==> config.mk <==
export PLATFORM = sky130hd
export DESIGN_NAME = rpc_top
export DESIGN_NICKNAME = d
export VERILOG_FILES = /design/src/rpc_pkg.sv /design/src/rpc_top.sv
export VERILOG_INCLUDE_DIRS = /design/src /design/src/src
export SDC_FILE = /design/constraint.sdc
export NUM_CORES = 2
export LEC_CHECK = 0
export ABC_AREA = 1
export BUFFER_PORTS_ARGS = -buffer_cell sky130_fd_sc_hd__buf_2
export CAP_MARGIN = 20
export CORE_MARGIN = 4
export CORE_UTILIZATION = 55
export DETAILED_ROUTE_END_ITERATION = 7
export PLACE_DENSITY_LB_ADDON = 0.1
export SLEW_MARGIN = 20
export SYNTH_ARGS = -nofsm -noshare
export SYNTH_HDL_FRONTEND = slang
export SYNTH_SLANG_ARGS = --single-unit
==> constraint.sdc <==
create_clock -name mclk -period 4 [get_ports mclk]
set_input_delay 0.8 -clock mclk [delete_from_list [all_inputs] [get_ports mclk]]
set_output_delay 0.8 -clock mclk [all_outputs]
set_load 0.005 [all_outputs]
==> src/rpc_map.svh <==
`ifndef RPC_MAP_SVH
`define RPC_MAP_SVH

`define RPC_NPORT        14
`define RPC_NLOCK        15
`define RPC_NXCVR        16
`define RPC_EP_BIT       14
`define RPC_REV_BIT      13

`define RPC_BANK_CTRL    8'h03
`define RPC_BANK_STAT    8'h04
`define RPC_BANK_RMON    8'h05
`define RPC_ADDR_BASE    8'hE0

`define RPC_OFS_ISO      8'hE7
`define RPC_OFS_EXT      8'hE8
`define RPC_OFS_LIE      8'hE9
`define RPC_OFS_PIE      8'hEA
`define RPC_OFS_LCK      8'hEB
`define RPC_OFS_PART     8'hE0
`define RPC_OFS_LINK     8'hE2
`define RPC_OFS_LOOP     8'hE3
`define RPC_OFS_POL      8'hE4
`define RPC_OFS_SQE      8'hE5
`define RPC_OFS_OCT      8'hE0
`define RPC_OFS_PKT      8'hE1

`define RPC_ISO_MASK     16'h3FFF
`define RPC_LCK_MASK     16'h7FFF
`define RPC_ISO_CONNECT  16'h3FFF
`define RPC_ISO_ISOLATE  16'h0000
`define RPC_EXT_RST      16'h0000
`define RPC_LIE_RST      16'h0000
`define RPC_PIE_RST      16'h0000
`define RPC_LCK_RST      16'h0000
`define RPC_CNT_RST      32'h0000_0000
`define RPC_BYTE_UNMAP   8'h00

`endif

==> src/rpc_pkg.sv <==
`default_nettype none
`include "rpc_map.svh"

package rpc_pkg;

  typedef enum logic [3:0] {
    RPC_K_NONE = 4'b0001,
    RPC_K_W16  = 4'b0010,
    RPC_K_R16  = 4'b0100,
    RPC_K_CNT  = 4'b1000
  } rpc_kind_e;

  typedef struct packed {
    logic [7:0]                      bank;
    logic [7:0]                      addr;
    logic [1:0]                      bptr;
    logic [7:0]                      dout;
    logic [31:0]                     hold;
    logic                            init_done;
    logic [15:0]                     iso;
    logic [15:0]                     ext;
    logic [15:0]                     lie;
    logic [15:0]                     pie;
    logic [15:0]                     lck;
    logic [`RPC_NPORT-1:0]           conn;
    logic [`RPC_NPORT-1:0]           tx_d;
    logic [`RPC_NPORT-1:0]           lpb_acc;
    logic [`RPC_NPORT-1:0]           loop_err;
    logic [`RPC_NPORT-1:0]           sqe;
    logic [31:0]                     oct;
    logic [31:0]                     pkt;
    logic [`RPC_NLOCK-1:0][47:0]     lsa;
    logic [`RPC_NPORT-1:0]           intr;
    logic                            sa_chg;
    logic [3:0]                      sa_chg_port;
  } rpc_state_s;

endpackage : rpc_pkg

`default_nettype wire

==> src/rpc_top.sv <==
// Notes on behaviour
// [RULE_01] Expansion enable never stops the bus; clear bit drops MAC-bound traffic from counts.
// [RULE_02] Isolation bit 0 isolates its port, 1 connects it, for fourteen ports.
// [RULE_03] Isolated port ignores inputs and activity; link and polarity still reported.
// [RULE_04] Isolation bits load from the external port-enable pin at reset.
// [RULE_05] Isolating a port mid-packet stops repeating that packet at once.
// [RULE_06] Connecting waits for an arriving packet to end; otherwise immediate.
// [RULE_07] Extended distance bits drive the transceiver threshold; reset disabled.
// [RULE_08] Intrusion control disables a port on good packet with foreign source.
// [RULE_09] Two enables combine: none, either alone, or fail only matching neither.
// [RULE_10] Software loads a valid address before enabling intrusion control.
// [RULE_11] A differing source address overwrites the stored last source address.
// [RULE_12] Lock bit stops automatic update; processor writes still land; reset unlocked.
// [RULE_13] Lock bit marks that port's source address change count invalid.
// [RULE_14] Bank code 0000 0100 selects the port status bank.
// [RULE_15] Partition bit 0 partitioned, 1 connected; partitioned port transmits, not repeated.
// [RULE_16] Link status bit 0 failed, 1 passed, from transceiver data.
// [RULE_17] Transmit must loop back to receive; else loopback error 1; reversible invalid reversed.
// [RULE_18] Polarity bit 0 correct, 1 reversed, from transceiver serial data.
// [RULE_19] SQE bit holds last packet result, 1 error; reversible invalid reversed.
// [RULE_20] Bank code 0000 0101 selects counters; 32-bit, read four bytes LSB first.
// [RULE_21] Counters read-only except while repeater or management reset bit is set.
// [RULE_22] Octet counter counts received octets with FCS; packet counter counts packets.
// [RULE_23] Bank code then register address go to command register before data access.
// [RULE_24] Two-byte registers take two data accesses: byte 0 ports 0-7, then byte 1.
`default_nettype none
`include "rpc_map.svh"

module rpc_top
  import rpc_pkg::*;
#(
  parameter int CNT_W = 32
) (
  input  wire logic                    mclk,
  input  wire logic                    nrst,
  input  wire logic                    external_port_enable_pin,
  input  wire logic                    np_cmd_sel,
  input  wire logic                    np_wr,
  input  wire logic                    np_rd,
  input  wire logic [7:0]              np_din,
  output logic      [7:0]              np_dout,
  input  wire logic [`RPC_NPORT-1:0]   rx_act,
  input  wire logic [`RPC_NPORT-1:0]   tx_act,
  input  wire logic [`RPC_NPORT-1:0]   loop_rx,
  input  wire logic [`RPC_NPORT-1:0]   part_ok,
  input  wire logic [`RPC_NXCVR-1:0]   link_in,
  input  wire logic [`RPC_NXCVR-1:0]   pol_in,
  input  wire logic                    reverse_mode,
  input  wire logic [`RPC_NPORT-1:0]   sqe_done,
  input  wire logic [`RPC_NPORT-1:0]   sqe_err,
  input  wire logic                    pkt_done,
  input  wire logic [3:0]              pkt_port,
  input  wire logic                    pkt_good,
  input  wire logic [47:0]             pkt_sa,
  input  wire logic [47:0]             pref_sa,
  input  wire logic                    lsa_wr,
  input  wire logic [3:0]              lsa_wr_port,
  input  wire logic [47:0]             lsa_wr_data,
  input  wire logic                    octet_stb,
  input  wire logic                    packet_stb,
  input  wire logic                    repeater_reset_bit,
  input  wire logic                    mgmt_reset_bit,
  input  wire logic                    expansion_port_bit,
  input  wire logic                    exp_mac_pkt,
  output logic      [`RPC_NPORT-1:0]   port_connected,
  output logic      [`RPC_NPORT-1:0]   rx_gated,
  output logic      [`RPC_NPORT-1:0]   repeat_en,
  output logic      [`RPC_NPORT-1:0]   tx_gate,
  output logic      [`RPC_NXCVR-1:0]   ext_dist_out,
  output logic      [`RPC_NXCVR-1:0]   link_status,
  output logic      [`RPC_NXCVR-1:0]   pol_status,
  output logic      [`RPC_NPORT-1:0]   intrusion_disable,
  output logic                         sa_change,
  output logic      [3:0]              sa_change_port,
  output logic      [`RPC_NLOCK-1:0]   sa_change_invalid,
  output logic                         exp_count_ok
);

  if (CNT_W != 32) begin : g_cnt_w_chk
    $error("rpc_top: counters are read as four bytes, CNT_W must be 32");
  end

  rpc_state_s s_r;
  rpc_state_s s_nxt;
  rpc_kind_e  kind;
  logic [15:0] rd16;
  logic [31:0] cnt_sel;
  logic        cnt_wr_ok;
  logic        cmd_wr;
  logic        dat_wr;
  logic        dat_rd;
  logic        lmis;
  logic        pmis;
  logic        fail;
  logic        pkt_ok_port;

  assign cmd_wr    = np_wr & np_cmd_sel;
  assign dat_wr    = np_wr & ~np_cmd_sel;
  assign dat_rd    = np_rd & ~np_cmd_sel;
  assign cnt_wr_ok = repeater_reset_bit | mgmt_reset_bit; // RULE_21

  // Target decode from the selected bank and register address
  always_comb begin
    kind    = RPC_K_NONE;
    rd16    = 16'h0000;
    cnt_sel = s_r.oct;
    case (s_r.bank)
      `RPC_BANK_CTRL: begin
        kind = RPC_K_W16;
        case (s_r.addr)
          `RPC_OFS_ISO: rd16 = s_r.iso;
          `RPC_OFS_EXT: rd16 = s_r.ext;
          `RPC_OFS_LIE: rd16 = s_r.lie;
          `RPC_OFS_PIE: rd16 = s_r.pie;
          `RPC_OFS_LCK: rd16 = s_r.lck;
          default:      kind = RPC_K_NONE;
        endcase
      end
      `RPC_BANK_STAT: begin // RULE_14
        kind = RPC_K_R16;
        case (s_r.addr)
          `RPC_OFS_PART: rd16 = {2'b00, part_ok}; // RULE_15
          `RPC_OFS_LINK: rd16 = link_in; // RULE_16
          `RPC_OFS_LOOP: rd16 = {2'b00, s_r.loop_err}; // RULE_17
          `RPC_OFS_POL:  rd16 = pol_in; // RULE_18
          `RPC_OFS_SQE:  rd16 = {2'b00, s_r.sqe}; // RULE_19
          default:       kind = RPC_K_NONE;
        endcase
      end
      `RPC_BANK_RMON: begin // RULE_20
        kind = RPC_K_CNT;
        case (s_r.addr)
          `RPC_OFS_OCT: cnt_sel = s_r.oct;
          `RPC_OFS_PKT: cnt_sel = s_r.pkt;
          default:      kind = RPC_K_NONE;
        endcase
      end
      default: kind = RPC_K_NONE;
    endcase
  end

  // Intrusion check for the packet just ended
  always_comb begin
    pkt_ok_port = pkt_done & pkt_good & (pkt_port < 4'(`RPC_NPORT));
    lmis = 1'b0;
    pmis = pkt_sa != pref_sa;
    if (pkt_port < 4'(`RPC_NLOCK)) begin
      lmis = pkt_sa != s_r.lsa[pkt_port];
    end
    fail = 1'b0;
    if (pkt_ok_port) begin // RULE_08
      case ({s_r.lie[pkt_port], s_r.pie[pkt_port]}) // RULE_09
        2'b11:   fail = lmis & pmis;
        2'b10:   fail = lmis;
        2'b01:   fail = pmis;
        default: fail = 1'b0;
      endcase
    end
  end

  always_comb begin
    s_nxt        = s_r;
    s_nxt.intr   = '0;
    s_nxt.sa_chg = 1'b0;

    // Strap capture one edge after reset release
    if (!s_r.init_done) begin
      s_nxt.init_done = 1'b1;
      s_nxt.iso = external_port_enable_pin ? `RPC_ISO_CONNECT : `RPC_ISO_ISOLATE; // RULE_04
    end

    // Command register: bank code or register address
    if (cmd_wr) begin // RULE_23
      s_nxt.bptr = 2'd0;
      if (np_din >= `RPC_ADDR_BASE) begin
        s_nxt.addr = np_din;
      end else begin
        s_nxt.bank = np_din;
        s_nxt.addr = 8'h00;
      end
    end

    if (dat_wr) begin
      case (kind)
        RPC_K_W16: begin // RULE_24
          s_nxt.bptr = {1'b0, ~s_r.bptr[0]};
          case (s_r.addr)
            `RPC_OFS_ISO: begin
              if (s_r.bptr[0]) s_nxt.iso[15:8] = np_din & 8'(`RPC_ISO_MASK >> 8);
              else s_nxt.iso[7:0] = np_din;
            end
            `RPC_OFS_EXT: begin
              if (s_r.bptr[0]) s_nxt.ext[15:8] = np_din;
              else s_nxt.ext[7:0] = np_din;
            end
            `RPC_OFS_LIE: begin
              if (s_r.bptr[0]) s_nxt.lie[15:8] = np_din & 8'(`RPC_ISO_MASK >> 8);
              else s_nxt.lie[7:0] = np_din;
            end
            `RPC_OFS_PIE: begin
              if (s_r.bptr[0]) s_nxt.pie[15:8] = np_din & 8'(`RPC_ISO_MASK >> 8);
              else s_nxt.pie[7:0] = np_din;
            end
            `RPC_OFS_LCK: begin
              if (s_r.bptr[0]) s_nxt.lck[15:8] = np_din & 8'(`RPC_LCK_MASK >> 8);
              else s_nxt.lck[7:0] = np_din;
            end
            default: s_nxt.bptr = s_r.bptr;
          endcase
        end
        RPC_K_R16: s_nxt.bptr = {1'b0, ~s_r.bptr[0]};
        RPC_K_CNT: begin // RULE_20
          s_nxt.bptr = s_r.bptr + 2'd1;
          if (cnt_wr_ok) begin // RULE_21
            if (s_r.addr == `RPC_OFS_OCT) s_nxt.oct[s_r.bptr*8 +: 8] = np_din;
            else s_nxt.pkt[s_r.bptr*8 +: 8] = np_din;
          end
        end
        default: s_nxt.bptr = s_r.bptr;
      endcase
    end

    if (dat_rd) begin
      case (kind)
        RPC_K_W16, RPC_K_R16: begin // RULE_24
          s_nxt.dout = s_r.bptr[0] ? rd16[15:8] : rd16[7:0];
          s_nxt.bptr = {1'b0, ~s_r.bptr[0]};
        end
        RPC_K_CNT: begin // RULE_20
          if (s_r.bptr == 2'd0) begin
            s_nxt.hold = cnt_sel;
            s_nxt.dout = cnt_sel[7:0];
          end else begin
            s_nxt.dout = s_r.hold[s_r.bptr*8 +: 8];
          end
          s_nxt.bptr = s_r.bptr + 2'd1;
        end
        default: s_nxt.dout = `RPC_BYTE_UNMAP;
      endcase
    end

    // Counting; a processor write in the same cycle takes the byte
    if (octet_stb && !(dat_wr && kind == RPC_K_CNT && cnt_wr_ok)) begin
      s_nxt.oct = s_r.oct + 32'h1; // RULE_22
    end
    if (packet_stb && !(dat_wr && kind == RPC_K_CNT && cnt_wr_ok)) begin
      s_nxt.pkt = s_r.pkt + 32'h1; // RULE_22
    end

    // Effective connection: drop at once, join only between arriving packets
    s_nxt.conn = s_r.iso[`RPC_NPORT-1:0] & (s_r.conn | ~rx_act); // RULE_02 RULE_05 RULE_06

    // Loopback check across each transmission
    s_nxt.tx_d = tx_act;
    for (int i = 0; i < `RPC_NPORT; i++) begin
      if (tx_act[i]) begin
        s_nxt.lpb_acc[i] = (s_r.tx_d[i] ? s_r.lpb_acc[i] : 1'b0) | ~loop_rx[i];
      end
      if (s_r.tx_d[i] && !tx_act[i]) begin
        s_nxt.loop_err[i] = s_r.lpb_acc[i]; // RULE_17
      end
      if (sqe_done[i]) begin
        s_nxt.sqe[i] = sqe_err[i]; // RULE_19
      end
    end
    if (reverse_mode) begin
      s_nxt.loop_err[`RPC_REV_BIT] = 1'b0; // RULE_17
      s_nxt.sqe[`RPC_REV_BIT]      = 1'b0; // RULE_19
    end

    if (fail) begin
      s_nxt.intr[pkt_port] = 1'b1; // RULE_08
    end

    // Last source address tracking; processor write wins on the same port
    if (pkt_done && pkt_port < 4'(`RPC_NLOCK) && lmis && !s_r.lck[pkt_port]) begin // RULE_11 RULE_12
      s_nxt.lsa[pkt_port] = pkt_sa;
      s_nxt.sa_chg        = 1'b1;
      s_nxt.sa_chg_port   = pkt_port;
    end
    if (lsa_wr && lsa_wr_port < 4'(`RPC_NLOCK)) begin
      s_nxt.lsa[lsa_wr_port] = lsa_wr_data; // RULE_12
    end
  end

  always_ff @(posedge mclk or negedge nrst) begin
    if (!nrst) begin
      s_r             <= '0;
      s_r.iso         <= `RPC_ISO_ISOLATE;
      s_r.ext         <= `RPC_EXT_RST;
      s_r.lie         <= `RPC_LIE_RST;
      s_r.pie         <= `RPC_PIE_RST;
      s_r.lck         <= `RPC_LCK_RST;
      s_r.oct         <= `RPC_CNT_RST;
      s_r.pkt         <= `RPC_CNT_RST;
    end else begin
      s_r <= s_nxt;
    end
  end

  assign np_dout           = s_r.dout;
  assign port_connected    = s_r.conn;
  assign rx_gated          = rx_act & s_r.conn; // RULE_03
  assign repeat_en         = rx_act & s_r.conn & part_ok; // RULE_15
  assign tx_gate           = s_r.conn; // RULE_15
  assign ext_dist_out      = s_r.ext; // RULE_07
  assign link_status       = link_in; // RULE_03
  assign pol_status        = pol_in; // RULE_03
  assign intrusion_disable = s_r.intr;
  assign sa_change         = s_r.sa_chg;
  assign sa_change_port    = s_r.sa_chg_port;
  assign sa_change_invalid = s_r.lck[`RPC_NLOCK-1:0]; // RULE_13
  assign exp_count_ok      = expansion_port_bit | ~exp_mac_pkt; // RULE_01
endmodule : rpc_top

`default_nettype wire

; After elaboration in Yosys (flattened, before gate mapping)
; Index checks and enable logic that the tools add are counted.
; W data, S select, Z words.
[word_totals]
reg_bits = 1007
latch_bits = 0
mem_bits_rw = 0
romBits = 0
input_bits = 292
output_inout_bits = 147
elab_cells = 318
n_memories = 0
[op_classes]
add_sub_neg = 4
n_mul = 0
div = 0
order_cmp = 8
eq_ne = 23
shift = 3
mux = 90
n_bitwise = 45
n_reduce_logical = 66
[ops]
columns = operator, count
row1 = $bwmux W720, 2
row2 = $mux W720, 2
row3 = $demux W48 S4, 2
row4 = $mux W32, 8
row5 = $bmux W48 S4, 1
row6 = $mux W64, 3
row7 = $mux W80, 2
row8 = $pmux W16 S5, 2
row9 = $mux W48, 3
row10 = $ne A48 B48 Y1, 2
row11 = $eq A8 B8 Y1 const B, 11
row12 = $mux W16, 5
row13 = $mux W8, 10
row14 = $add A32 B1 Y32 const B, 2
row15 = $bwmux W32, 2
row16 = $and A14 B14 Y14, 3
row17 = $mux W42, 1
row18 = $reduce_and A4 Y1, 10
row19 = $neg A5 Y34, 1
row20 = $shift A8 B34 Y32 const A, 1
row21 = $shiftx A8 B34 Y32, 1
row22 = $pmux W16 S2, 1
row23 = $shiftx A32 B6 Y8, 1
row24 = $mux W14, 2
row25 = 41 further kinds, 161

; Depth between registers and ports, before layout
[depth]
ltp_word = 11
ltp_mapped = 26
mapped_depth_nobuf = 23

; Worst setup path after synthesis
; OpenSTA, ideal clock, no wires.
[synth_timing]
path_type = input to register
start = in pkt_port[0]
end = reg s_r[51] in the netlist's numbering
setup_ps = 118
arrival_time_ps = 3047
path_slack_ps = 835
cell_stages = 24
cell_sequence = inv_2 > buf_2 > clkbuf_1 > nand2_1 > nand2_1 > nand2_1 > nand2_1 > nand2_1 > nand2_1 > nor2_1 > nor2_1 > nor2_1 > nand2_1 > nor2_1 > nand2_1 > nor2_1 > nand3_2 > nand3_1 > buf_4 > nor2_2 > clkbuf_1 > nand2_1 > nand3_1 > nand2_1
[synth_lines]
columns = element, line_no
row1 = from (decl), rpc_top.sv:52  ; input wire logic [3:0] pkt_port,
row2 = to (signal assigned), rpc_top.sv:297  ; s_r <= s_nxt;
row3 = to (decl), rpc_top.sv:83  ; rpc_state_s s_r;

==> summary.md <==
### Cells and area
* **share of final-layout standard cells stronger than drive strength 1** 11.61%
* **total area of multi-input combinational cells** 30590 um^2
* **most common library cell in the layout ignoring fill and taps** nand2_1
* **FILL cells** 10329
* **number of nets in the layout** 10456
* **area growth from synthesis to layout** 16.34%
* **top library cells by usage in the layout, fill and taps aside** nand2_1 (4717), dfrtp_1 (1006), inv_1 (845), nor2_1 (825), nand3_1 (712)
* **Final Util** 64.47%
* **register cell area after layout** 25200 um^2

### Floorplanning
* **die height** 344.7 um
* **number of placement rows** 123
* **Core Box Area** 112500 um^2
* **effective utilization at floorplan** 55.41%
* **# IOs** 439
* **width of the die** 344.7 um
* **die area** 118800 um^2

### Placed design
* **placed wire-length estimate** 188500 um
* **number of port buffers** 438
* **gp weighted congestion** 0.9687

### Power
* **logic gate share of total power** 24.0%
* **worst supply voltage drop on vdd** 0.3778 mV
* **register share of total power** 42.2%
* **net switching power of the design** 10740 uW
* **clock network fraction of total power** 33.8%
* **switching part of the total** 33.58%
* **power per standard cell area** 441.0 nW/um^2
* **internal power component** 21240 uW
* **static leakage** 0.04061 uW

### STA
* **final number of setup-violating endpoints** 4
* **final critical delay including setup and external delays** 4.026 ns
* **period utilization** 100.6%
* **Clock Skews** 0.02717 ns
* **minimum hold slack** 0.1183 ns
* **fmax** 248.4 MHz
* **Final Hold Violating Endpoints** 0
* **Relative slew margins** 16.57%
* **pin slew with the least headroom to its limit** 1.251 ns
* **setup repair after global routing missed its margin** false
* **setup slack after layout** -0.02551 ns
* **pins over their slew limit** 0

### GRT
* **vias in the first global route** 64171
* **total gr overflow** 0
* **maximum number of pins on one net before global-route repair** 111
* **first-pass GRT wire length** 412700 um
* **initial antenna violation count** 20
* **total routing usage reported by global routing** 46.50%

### Synthesis
* **Synth Net Count** 10158
* **Mean Syn Cell Area** 6.322 um^2
* **Yosys reg bits** 1007
* **number of enable-type register cells in the synthesized netlist** 0
* **async set-reset flop share out of synthesis** 100.0%
* **sequential cell area fraction in the yosys report** 40.42%
* **number of distinct standard cells referenced by the synthesized netlist** 51
* **synthesized netlist cell count** 9860
* **summed instance area of the synthesized netlist** 62340 um^2
* **Synth Flop Type** dfrtp_1
* **number of warnings issued by yosys** 0

### Worst setup path
* **Worst Reg2Reg Path Length in Cells** 21
* **required time reported for the critical path endpoint** 4.67 ns
* **Crit Path Category** input pin to register
* **CP endpoint kind** register
* **startpoint type of the worst setup path** input pin
* **startpoint of the worst register-to-register path** s_r[298]$_DFF_PN0_
* **critical path data arrival time** 4.69 ns
* **slack of the worst reg-to-reg path** 0.56 ns
* **capture point of the worst reg-to-reg path** s_r[410]$_DFF_PN0_
* **Max FO, Critical Path** 18

### Clocking
* **cell chosen for the clock root** clkbuf_16
* **hold buffer count at cts** 0
* **CTS tree** built
* **clock buffer count from CTS** 114
* **# H-tree levels** 3
* **clock transition time at the flip-flop clock pins of the worst setup and hold paths** 0.06 ns
* **number of clock sinks** 1007
* **CTS max path bufs** 3
* **Clk Latency, worst-skew pair** 0.75 ns

### Route
* **number of DRC markers after the initial detailed-route iteration** 10021
* **routed wire length on met3** 38220 um
* **number of optimization iterations in the first detailed-route pass** 6
* **via count** 69357
* **wire length reported by the detailed router** 284300 um
* **Routed Antenna Nets** 0
* **WL met1** 101600 um
* **detailed-route DRC error count** 0
* **Top Layer Used** met5
* **met2 routed WL** 119100 um
* **average wire per cell in the routed design** 24.16 um
* **Vias/cell** 5.894

### Outcome
* **run status** finished, violations left
* **violations in the final reports** negative setup slack

### Min path
* **Hold/Removal Path Class** input pin to asynchronous set/reset pin

### Run
* **max-cap check violation count** 0

-- how the worst max path moves through the flow --
stage                start            endpoint  slack [ns]
6_report       pkt_port[2]  s_r[410]$_DFF_PN0_       -0.03
5_1_grt        pkt_port[2]  s_r[410]$_DFF_PN0_        0.05
4_1_cts        pkt_port[2]  s_r[410]$_DFF_PN0_        0.13
3_5_place_dp   pkt_port[2]  s_r[410]$_DFF_PN0_       -0.60
3_3_place_gp   pkt_port[2]  s_r[726]$_DFF_PN0_       -0.56
2_1_floorplan  pkt_port[0]   s_r[51]$_DFF_PN0_        0.84
-- sequential cells by signal, indices dropped and copies added (netlist names) --
signal / cells
s_r: 935
ext_dist_out: 16
sa_change_invalid: 15
intrusion_disable: 14
port_connected: 14
np_dout: 8
sa_change_port: 4
sa_change: 1
-- stage by stage --
stage	area, um^2	worst slack [ns]	setup TNS (ns)	std cells	power, uW
finish	72520	-0.02551	-0.03537	11768	31980
global placement	68680	-0.5646	-351.14	11541	20750
detailed placement	68680	-0.6010	-363.04	11541	21010
floorplan	62340	0.8353	0	9860	18380
global route	72480	0.05162	0	11752	33500
CTS	72450	0.1289	0	11745	31680
-- critical path, cell delays in order --
cell	delay, ns
buf_2	0.14
inv_1	0.16
nand2_1	0.17
inv_2	0.17
buf_4	0.33
buf_4	0.21
nand2_1	0.08
nand2_1	0.08
inv_1	0.05
nand2_1	0.05
nand2_1	0.04
nand2_1	0.12
nand2_1	0.07
nor2_1	0.26
nand2_1	0.21
nor2_2	0.32
buf_4	0.17
nand3_2	0.09
buf_12	0.17
nand4_1	0.18
buf_12	0.17
inv_1	0.11
buf_12	0.19
nand2_1	0.11
nand3_1	0.06
nand2_1	0.09
-- logic make-up (layout without fill, tap and decap cells) --
kind of cell / count (synthesis) / count (layout) / share of synthesized area, %
muxes: 12 / 12 / 0.2168
adders and majority gates: 6 / 6 / 0.1204
AOI/OAI and AO/OA: 715 / 715 / 6.511
xor gates and xnor gates: 73 / 73 / 1.026
and+or+nand+nor: 6442 / 6442 / 40.84
other: 1 / 23 / 0.006016
buffers and inverters: 1604 / 1990 / 10.86
DFF: 1007 / 1007 / 40.42
-- cell usage after synthesis (all sizes together) (4+ instances only) --
cell	count	area share, %
a211oi	5	0.060
a21boi	6	0.072
a21oi	79	0.63
a221oi	24	0.34
a22oi	18	0.22
a31oi	34	0.34
buf	372	3.4
clkbuf	354	2.1
clkinv	11	0.066
dfrtp	1007	40
ha	6	0.12
inv	867	5.2
mux2	12	0.22
nand2	4734	29
nand3	714	5.7
nand4	63	0.66
nor2	844	5.1
nor3	49	0.39
nor4	18	0.20
o2111ai	14	0.20
o211ai	29	0.35
o21ai	455	3.7
o221a	4	0.072
o221ai	13	0.18
o22ai	22	0.22
or2	16	0.16
xnor2	18	0.25
xor2	55	0.77
-- area by class of cell --
cell class | count | area share (%)
antenna | 22 | 0.07591
clock buffer | 170 | 4.667
clock inverter | 34 | 0.5365
inverter | 878 | 4.562
multi-input combinational | 7249 | 42.18
sequential | 1007 | 34.75
tap | 1500 | 2.588
timing repair buffer | 908 | 10.64
-- timing repair --
item,4_1_cts,5_1_grt
endpoints found under the setup margin,0,85
setup buffers,0,0
resized for setup,0,1
hold endpoints to repair,0,0
-- power groups by stage --
| stage | clock network (uW) | registers (uW) | logic [uW] |
|---|---|---|---|
| 2_1_floorplan | 0 | 13200 | 5190 |
| 3_3_place_gp | 0 | 13500 | 7220 |
| 3_5_place_dp | 0 | 13600 | 7430 |
| 4_1_cts | 10800 | 13400 | 7490 |
| 5_1_grt | 11200 | 13700 | 8650 |
| 6_report | 10800 | 13500 | 7680 |
-- metal layers --
| layer | global-route usage, % | vias to the layer above |
|---|---|---|
| met2 | 68.35 | 5256 |
| met3 | 13.28 | 1410 |
| met4 | 33.08 | 14 |
| li1 | - | 30785 |
| met5 | 0 | - |
| met1 | 58.96 | 31892 |
Power figures use the tool's default switching activity.
